==> src/design/nbb_pkg.sv <==
/*
 Constants shared by the bad-block managing NAND host sequencer and its table memory.
 Assumes a 100 MHz clock and a lower-level NAND command engine outside this block.
*/
package nbb_pkg;

    // ------------------------------------------------------------
    // Timing
    // ------------------------------------------------------------
    localparam int CLK_MHZ = 100;
    localparam int POR_WAIT_MS = 5;
    localparam int POR_CYC = POR_WAIT_MS * 1000 * CLK_MHZ;
    localparam int BUSY_EDGE_NS = 100;
    localparam int BUSY_EDGE_CYC = (BUSY_EDGE_NS * CLK_MHZ + 999) / 1000;
    localparam logic [18:0] BUSY_EDGE_CNT = 19'(BUSY_EDGE_CYC);

    // ------------------------------------------------------------
    // Block geometry and markers
    // ------------------------------------------------------------
    localparam int BLK_W = 11;
    localparam int BLK_N = 2048;
    localparam logic [10:0] BLK_LAST_BIG = 11'h7ff;
    localparam logic [10:0] BLK_LAST_1G = 11'h3ff;
    localparam logic [10:0] BLK_BOOT_LAST = 11'h007;
    localparam logic [7:0] MARK_GOOD = 8'hff;
    localparam logic [7:0] MARK_BAD = 8'h00;
    localparam int STAT_FAIL_BIT = 0;

    // ------------------------------------------------------------
    // Operations handed to the command engine
    // ------------------------------------------------------------
    typedef enum logic [1:0] {
        OP_READ_MARK = 2'h0,
        OP_PROGRAM = 2'h1,
        OP_ERASE = 2'h2,
        OP_STATUS = 2'h3
    } nbb_op_t;

    typedef enum logic [3:0] {
        S_POR = 4'h0,
        S_SCAN = 4'h1,
        S_IDLE = 4'h2,
        S_LOOK = 4'h3,
        S_LOOKW = 4'h4,
        S_ISSUE = 4'h5,
        S_EDGE = 4'h6,
        S_BUSY = 4'h7,
        S_STAT = 4'h8,
        S_SEEK = 4'h9,
        S_DONE = 4'ha
    } nbb_state_t;

endpackage

==> src/design/nbb_host.sv <==
/*
 Host-side NAND sequencer: waits out the device power-on reset, scans factory
 bad-block markers into a table, then runs program and erase requests with a
 status check, retiring failed blocks and moving program data to a good block.
 Assumes an outside command engine that turns each operation into pin cycles and
 keeps the page data in its own buffer so a program can be repeated elsewhere.
*/
`timescale 1ns/1ps

module nbb_host
    import nbb_pkg::*;
#(
    parameter int POR_WAIT_CYC = nbb_pkg::POR_CYC
)
(
    // Clock and reset
    input wire logic clk,
    input wire logic rst,
    // Device pins
    input wire logic ready_busy_n,
    output logic write_protect_n,
    // Command engine
    output logic eng_req,
    output nbb_pkg::nbb_op_t eng_op,
    output logic [nbb_pkg::BLK_W-1:0] eng_block,
    output logic eng_page,
    input wire logic eng_ack,
    input wire logic [7:0] eng_data,
    // User requests
    input wire logic small_density,
    input wire logic usr_req,
    input wire logic usr_erase,
    input wire logic [nbb_pkg::BLK_W-1:0] usr_block,
    output logic usr_ready,
    output logic usr_done,
    output logic usr_fail,
    output logic [nbb_pkg::BLK_W-1:0] usr_phys_block,
    // Status
    output logic scan_done,
    output logic [nbb_pkg::BLK_W:0] bad_count
);
    import nbb_pkg::*;

    typedef struct packed {
        nbb_state_t st;
        logic [2:0] sync;
        logic rb;
        logic seen_busy;
        logic [18:0] cnt;
        logic [10:0] last;
        logic [10:0] cur;
        logic [11:0] tries;
        logic erase;
        logic page;
        logic req;
        nbb_op_t op;
        logic wp_n;
        logic done;
        logic fail;
        logic scanned;
        logic [11:0] bad_cnt;
        logic we;
        logic wdata;
        logic [10:0] waddr;
        logic [10:0] raddr;
    } nbb_host_state_t;

    nbb_host_state_t s_r;
    nbb_host_state_t s_nxt;
    logic tbl_bad;

    // --------------------------------------------------------------
    // Helpers
    // --------------------------------------------------------------
    // Anything but erased FFh counts as a marker; the factory writes 00h
    function automatic logic marker_bad(input logic [7:0] d);
        marker_bad = (d != MARK_GOOD);
    endfunction

    function automatic logic [10:0] next_blk(input logic [10:0] b, input logic [10:0] last);
        next_blk = (b == last) ? 11'h000 : 11'(b + 11'h001);
    endfunction

    // --------------------------------------------------------------
    // Table memory
    // --------------------------------------------------------------
    nbb_tbl i_nbb_tbl (
        .clk(clk),
        .we(s_r.we),
        .waddr(s_r.waddr),
        .wdata(s_r.wdata),
        .raddr(s_r.raddr),
        .rdata(tbl_bad)
    );

    // --------------------------------------------------------------
    // Sequencer
    // --------------------------------------------------------------
    // Next-state logic for the whole block
    always_comb
    begin
        s_nxt = s_r;
        s_nxt.we = 1'b0;
        s_nxt.done = 1'b0;
        // Pin passes three flops; a level counts once the last two agree
        s_nxt.sync = {s_r.sync[1:0], ready_busy_n};
        if (s_r.sync[1] == s_r.sync[2])
        begin
            s_nxt.rb = s_r.sync[2];
        end
        // Request is a level that falls the cycle after its acknowledge
        if (eng_ack)
        begin
            s_nxt.req = 1'b0;
        end
        case (s_r.st)
            S_POR:
            begin
                s_nxt.wp_n = 1'b0;
                s_nxt.cnt = 19'(s_r.cnt + 19'h00001);
                if (!s_r.rb)
                begin
                    s_nxt.seen_busy = 1'b1;
                end
                // Either the line came back high or the fixed wait ran out
                if ((s_r.seen_busy && s_r.rb) || (s_r.cnt >= 19'(POR_WAIT_CYC - 1)))
                begin
                    s_nxt.st = S_SCAN;
                    s_nxt.cur = 11'h000;
                    s_nxt.page = 1'b0;
                    s_nxt.last = small_density ? BLK_LAST_1G : BLK_LAST_BIG;
                end
            end
            S_SCAN:
            begin
                if (s_r.cur <= BLK_BOOT_LAST)
                begin
                    s_nxt.we = 1'b1;
                    s_nxt.waddr = s_r.cur;
                    s_nxt.wdata = 1'b0;
                    s_nxt.cur = 11'(s_r.cur + 11'h001);
                end
                else if (!s_r.req && !eng_ack)
                begin
                    s_nxt.req = 1'b1;
                    s_nxt.op = OP_READ_MARK;
                end
                else if (eng_ack)
                begin
                    // Bad on either page ends the block; a clean page 0 goes on to page 1
                    if (marker_bad(eng_data) || s_r.page)
                    begin
                        s_nxt.we = 1'b1;
                        s_nxt.waddr = s_r.cur;
                        s_nxt.wdata = marker_bad(eng_data);
                        s_nxt.page = 1'b0;
                        if (marker_bad(eng_data))
                        begin
                            s_nxt.bad_cnt = 12'(s_r.bad_cnt + 12'h001);
                        end
                        if (s_r.cur == s_r.last)
                        begin
                            s_nxt.st = S_IDLE;
                            s_nxt.scanned = 1'b1;
                            s_nxt.wp_n = 1'b1;
                        end
                        else
                        begin
                            s_nxt.cur = 11'(s_r.cur + 11'h001);
                        end
                    end
                    else
                    begin
                        s_nxt.page = 1'b1;
                    end
                end
            end
            S_IDLE:
            begin
                // Erase only reaches here after the marker scan has finished
                if (usr_req)
                begin
                    s_nxt.erase = usr_erase;
                    s_nxt.cur = usr_block;
                    s_nxt.raddr = usr_block;
                    s_nxt.tries = 12'h000;
                    s_nxt.fail = 1'b0;
                    s_nxt.st = S_LOOK;
                end
            end
            S_LOOK:
            begin
                s_nxt.st = S_LOOKW;
            end
            S_LOOKW:
            begin
                if (tbl_bad)
                begin
                    // Bad block: erase refused, program moves on
                    if (s_r.erase)
                    begin
                        s_nxt.fail = 1'b1;
                        s_nxt.st = S_DONE;
                    end
                    else
                    begin
                        s_nxt.st = S_SEEK;
                    end
                end
                else
                begin
                    s_nxt.st = S_ISSUE;
                end
            end
            S_ISSUE:
            begin
                if (!s_r.req && !eng_ack)
                begin
                    s_nxt.req = 1'b1;
                    s_nxt.op = s_r.erase ? OP_ERASE : OP_PROGRAM;
                end
                else if (eng_ack)
                begin
                    s_nxt.cnt = 19'h00000;
                    s_nxt.st = S_EDGE;
                end
            end
            S_EDGE:
            begin
                // Line falls only after a short delay; plus synchroniser lag
                s_nxt.cnt = 19'(s_r.cnt + 19'h00001);
                if (s_r.cnt >= 19'(BUSY_EDGE_CNT + 19'h00003))
                begin
                    s_nxt.st = S_BUSY;
                end
            end
            S_BUSY:
            begin
                if (s_r.rb)
                begin
                    s_nxt.st = S_STAT;
                end
            end
            S_STAT:
            begin
                if (!s_r.req && !eng_ack)
                begin
                    s_nxt.req = 1'b1;
                    s_nxt.op = OP_STATUS;
                end
                else if (eng_ack)
                begin
                    if (eng_data[STAT_FAIL_BIT])
                    begin
                        s_nxt.we = 1'b1;
                        s_nxt.waddr = s_r.cur;
                        s_nxt.wdata = 1'b1;
                        s_nxt.bad_cnt = 12'(s_r.bad_cnt + 12'h001);
                        if (s_r.erase)
                        begin
                            s_nxt.fail = 1'b1;
                            s_nxt.st = S_DONE;
                        end
                        else
                        begin
                            s_nxt.st = S_SEEK;
                        end
                    end
                    else
                    begin
                        s_nxt.st = S_DONE;
                    end
                end
            end
            S_SEEK:
            begin
                // Walk upward, wrapping, until a good block; give up after a full lap
                if (s_r.tries > 12'(s_r.last))
                begin
                    s_nxt.fail = 1'b1;
                    s_nxt.st = S_DONE;
                end
                else
                begin
                    s_nxt.tries = 12'(s_r.tries + 12'h001);
                    s_nxt.cur = next_blk(s_r.cur, s_r.last);
                    s_nxt.raddr = next_blk(s_r.cur, s_r.last);
                    s_nxt.st = S_LOOK;
                end
            end
            S_DONE:
            begin
                s_nxt.done = 1'b1;
                s_nxt.st = S_IDLE;
            end
            default:
            begin
                s_nxt.st = S_POR;
            end
        endcase
    end

    // State register
    always_ff @(posedge clk)
    begin
        if (rst)
        begin
            s_r <= '0;
            s_r.st <= S_POR;
            // Idle level of the pulled-up pin, so leaving reset is no false busy edge
            s_r.sync <= 3'h7;
            s_r.rb <= 1'b1;
            s_r.op <= OP_READ_MARK;
        end
        else
        begin
            s_r <= s_nxt;
        end
    end

    // --------------------------------------------------------------
    // Outputs
    // --------------------------------------------------------------
    assign write_protect_n = s_r.wp_n;
    assign eng_req = s_r.req;
    assign eng_op = s_r.op;
    assign eng_block = s_r.cur;
    assign eng_page = s_r.page;
    assign usr_ready = (s_r.st == S_IDLE);
    assign usr_done = s_r.done;
    assign usr_fail = s_r.fail;
    assign usr_phys_block = s_r.cur;
    assign scan_done = s_r.scanned;
    assign bad_count = s_r.bad_cnt;

endmodule

==> src/design/nbb_tbl.sv <==
/*
 Bad-block table: one bit per block, set means the block must not be used.
 Assumes one writer and one reader on the same clock; read data is registered.
*/
`timescale 1ns/1ps

module nbb_tbl
    import nbb_pkg::*;
(
    // Clock
    input wire logic clk,
    // Write port
    input wire logic we,
    input wire logic [nbb_pkg::BLK_W-1:0] waddr,
    input wire logic wdata,
    // Read port
    input wire logic [nbb_pkg::BLK_W-1:0] raddr,
    output logic rdata
);
    logic mem [0:BLK_N-1];

    // No reset on the array: the scan writes every entry from block 0 to the density's last block before use
    always_ff @(posedge clk)
    begin
        if (we)
        begin
            mem[waddr] <= wdata;
        end
        rdata <= mem[raddr];
    end

endmodule

==> config.mk <==
export PLATFORM = sky130hd
export DESIGN_NAME = nbb_host
export DESIGN_NICKNAME = d
export VERILOG_FILES = /design/src/design/nbb_pkg.sv /design/src/design/nbb_host.sv /design/src/design/nbb_tbl.sv
export SDC_FILE = /design/constraint.sdc
export NUM_CORES = 2
export LEC_CHECK = 0
export BUFFER_PORTS_ARGS = -buffer_cell sky130_fd_sc_hd__buf_2
export CORE_ASPECT_RATIO = 1.25
export CORE_UTILIZATION = 40
export CTS_CLUSTER_DIAMETER = 120
export DETAILED_ROUTE_END_ITERATION = 8
export GPL_TIMING_DRIVEN = 1
export SLEW_MARGIN = 10
export SYNTH_ARGS = -nofsm -noshare
export SYNTH_HDL_FRONTEND = slang
export SYNTH_SLANG_ARGS = --single-unit
==> constraint.sdc <==
create_clock -name clk -period 34.3 [get_ports clk]
set_input_delay 1.715 -clock clk [delete_from_list [all_inputs] [get_ports clk]]
set_output_delay 1.715 -clock clk [all_outputs]
set_load 0.005 [all_outputs]
==> results by group <==
Global routing
  – First-pass GRT wire length: 409000 um
  – GR Overflow Total: 0
  – Number of global-route vias before repair: 57800
  – Largest net degree at the start of global routing: 283
  – GRT Total Usage: 23.6%
  – Initial antenna violation count: 7

Critical path
  – Worst Setup End Kind: flop
  – R2R cell count: 5
  – CP arrival: 6.66 ns
  – CP max-delay cell: buf_4
  – Launching point of the worst reg2reg path: s_r[22]
  – FF-to-FF setup slack: 28.10 ns
  – CP Cell Sequence: buf_4 -> buf_4 -> buf_4 -> buf_4 -> buf_4
  – Setup crit end: i_nbb_tbl.mem[1697]
  – Most used cell, CP: buf_4
  – Type of origin of the critical path: flop
  – Critical Path Stages: 5
  – Reg-to-Reg End: i_nbb_tbl.mem[1697]
  – Required @ worst endpoint: 34.76 ns
  – Crit path max-delay family: buffers and inverters
  – Crit path largest cell delay: 1.04 ns
  – Buffers and inverters on the worst path: 5
  – CP Launch Point: s_r[22]
  – Max FO, Critical Path: 136
  – Crit Path Class: flop to flop

STA
  – Hold Vio Cnt, Final: 0
  – RSZ-0062 raised after global routing: false
  – Setup_tns: 0 ns
  – Final setup fails: 0
  – Pins over their slew limit: 0
  – Slew HR: 7.99%
  – Final setup skew: 0.0740 ns
  – Max Clock Freq: 0.161 GHz
  – Worst-margin pin slew: 1.37 ns
  – Minimum clock period: 6.20 ns
  – Post-route clock period utilization: 18.1%

Floorplan
  – Overall die width: 437 um
  – Die area: 0.239 sq mm
  – Row count: 199
  – Core Box Area: 0.235 sq mm
  – Die Y-Extent: 546 um
  – IO Pins: 69
  – Initial core utilization: 40.2%

Drt
  – Total wire length: 287000 um
  – Initial drt markers: 7634
  – Via-to-Cell Ratio: 5.96
  – WL/cell: 28.9 um
  – Drt first pass iters: 8
  – DRC errors left: 32
  – DR vias: 59100
  – Detail Route Antenna Nets: 0

Synthesis
  – Largest family of logic cells by synthesized area: multiplexers
  – Mapped Avg Cell Area: 13.7 sq um
  – Post-synthesis mux area share: 12.7%
  – Yosys warnings: 0
  – Register bit count reported by yosys: 2147
  – Mapped Nets: 6963
  – Synth async-reset ratio: 0%
  – Seq/Total Area, Yosys: 67.0%
  – Top post-synthesis cells by area: edfxtp_1, mux4_2, nor2_1
  – Gate Count Post-Synth: 6921
  – Top FF cell, synth: edfxtp_1
  – Yosys top cell by area: edfxtp_1
  – Complex-gate fraction of the synthesized area: 3.79%
  – Number of synthesized flops with an enable pin: 2048
  – Synth Area in Adders: 0.211%
  – XOR/XNOR share of the synthesized area: 0.388%
  – Simple-Gate Fraction of Synth Area: 11.8%
  – Top cell type's share of synthesized area: 64.9%
  – Netlist Area Pre-Place: 0.0947 sq mm
  – Yosys cell types: 78

Clock tree
  – Post-CTS setup repair buffer count: 0
  – Worst-path clk slew: 0.06 ns
  – # H-tree levels: 4
  – Clock sinks: 2147
  – TritonCTS clock tree: done
  – Worst-Skew Late Latency: 0.88 ns
  – CTS Hold Bufs: 0
  – CTS Buf Count: 209
  – Clock tree root driver cell: clkbuf_16
  – Post_cts resized: 0
  – CTS max path bufs: 4

Layout
  – Layout cells sized above 1: 13.8%
  – Area Overhead vs Synth: 9.18%
  – FILL cells: 21100
  – Fin util: 43.9%
  – Final nets: 6682
  – Commonest non-fill, non-tap cells in the layout: nor2_1, edfxtp_1, mux4_2
  – Commonest non-fill, non-tap cell in the layout: nor2_1

Status
  – Failing checks: design-rule violations
  – Status: complete, but fails checks

Pwr
  – Int Power: 4740 uW
  – Clock power share: 35.0%
  – Peak supply drop: 0.0000462 V
  – Sw Ratio: 27.0%
  – Sequential cell fraction of total power: 48.8%
  – Leakage: 0.0296 uW
  – PD cells: 62.8 mW/mm^2
  – Logic pwr share: 16.2%
  – Net Switching: 1750 uW

Run
  – # Max-Cap Violations: 0

Place
  – PortBufs: 68
  – Final GP Congestion: 0.875
  – DP Wirelength: 156000 um

Worst hold path
  – Path type of the worst min-delay path: flop to flop
==> cell type report <==
type	count	area, sq um	area share (%)
multi-input cells	4070	27900	27.0
well taps	3115	3900	3.77
clock buffers	251	5500	5.32
inverters	17	71.3	0.0690
clock inverters	120	1050	1.01
flip-flops and latches	2147	63500	61.4
repair buffers	195	1420	1.37
diodes	4	10.0	0.00968
==> power groups by stage <==
| stage | clock network (uW) | registers (uW) | logic [uW] |
|---|---|---|---|
| 3_3_place_gp | 0 | 3220 | 1030 |
| 5_1_grt | 2380 | 3170 | 1110 |
| 4_1_cts | 2300 | 3170 | 1050 |
| 2_1_floorplan | 0 | 3840 | 639 |
| 6_report | 2270 | 3170 | 1050 |
| 3_5_place_dp | 0 | 3220 | 1050 |
==> logic make-up (layout without fill, tap and decap cells) <==
family / after synthesis / after routing
AND/OR/NAND/NOR: 2775 / 2775
flip-flops: 2147 / 2147
multiplexers: 711 / 711
buffers and inverters: 704 / 583
AO/OA/AOI/OAI: 526 / 526
XOR/XNOR: 42 / 42
adder cells (fa/ha/maj): 16 / 16
other: 0 / 4
==> cell usage after synthesis, types with 19 or more instances <==
library cell	instances
a21oi_1	130
nor3_1	88
a22oi_1	23
mux4_2	376
o22ai_1	65
dfxtp_1	99
nor2_1	2188
buf_4	49
o221ai_1	115
buf_6	46
buf_8	20
nand2_1	231
o21ai_0	77
buf_2	43
xor2_1	31
nor4_1	30
edfxtp_1	2048
nand3_1	83
clkbuf_8	21
a2111oi_0	19
mux2i_1	316
clkbuf_1	403
buf_1	96
nand4_1	36
a211oi_1	20
==> worst min-delay path by stage <==
stage,startpoint,to,slack (ns),cells past startpoint
global route,s_nxt[101],s_nxt[102],0.43,1
global placement,s_nxt[101],s_nxt[102],0.41,1
detailed placement,s_nxt[101],s_nxt[102],0.40,1
finish,s_nxt[101],s_nxt[102],0.43,1
floorplan,s_nxt[101],s_nxt[102],0.39,1
CTS,s_nxt[101],s_nxt[102],0.43,1
==> registers in the layout, indices dropped and copies added (netlist names) <==
name and count:
i_nbb_tbl.mem 2048, s_r 65, bad_count 12, eng_block 11
eng_op 2, s_nxt 2, eng_page 1, eng_req 1
i_nbb_tbl.rdata 1, scan_done 1, usr_done 1, usr_fail 1
write_protect_n 1
==> through the flow <==
step / instance area (sq um) / setup slack [ns] / hold WS (ns) / cells / power [uW]
after global placement: 96800 / 28.31 / 0.413 / 9543 / 4250
after global routing: 103000 / 27.74 / 0.432 / 9916 / 6660
after detailed placement: 96800 / 28.30 / 0.395 / 9544 / 4270
after CTS: 103000 / 28.25 / 0.426 / 9915 / 6510
final: 103000 / 28.10 / 0.429 / 9919 / 6500
after floorplan: 94700 / 3.66 / 0.389 / 6921 / 4480
==> layer usage <==
layer / GRT usage (%) / routed length [um] / vias up
li1: - / - / 24800
met1: 29.6 / 106000 / 30800
met2: 39.9 / 141000 / 2851
met3: 3.39 / 24600 / 640
met4: 11.1 / 15300 / 4
met5: 0 / 34 / -
==> worst register-to-register path, cell delays in order, from the launching register on <==
cell and delay [ns]:
dfxtp_4 0.92, buf_4 0.85, buf_4 0.99, buf_4 0.90
buf_4 1.02, buf_4 1.05
No activity file was read; power rests on OpenSTA's default activity.
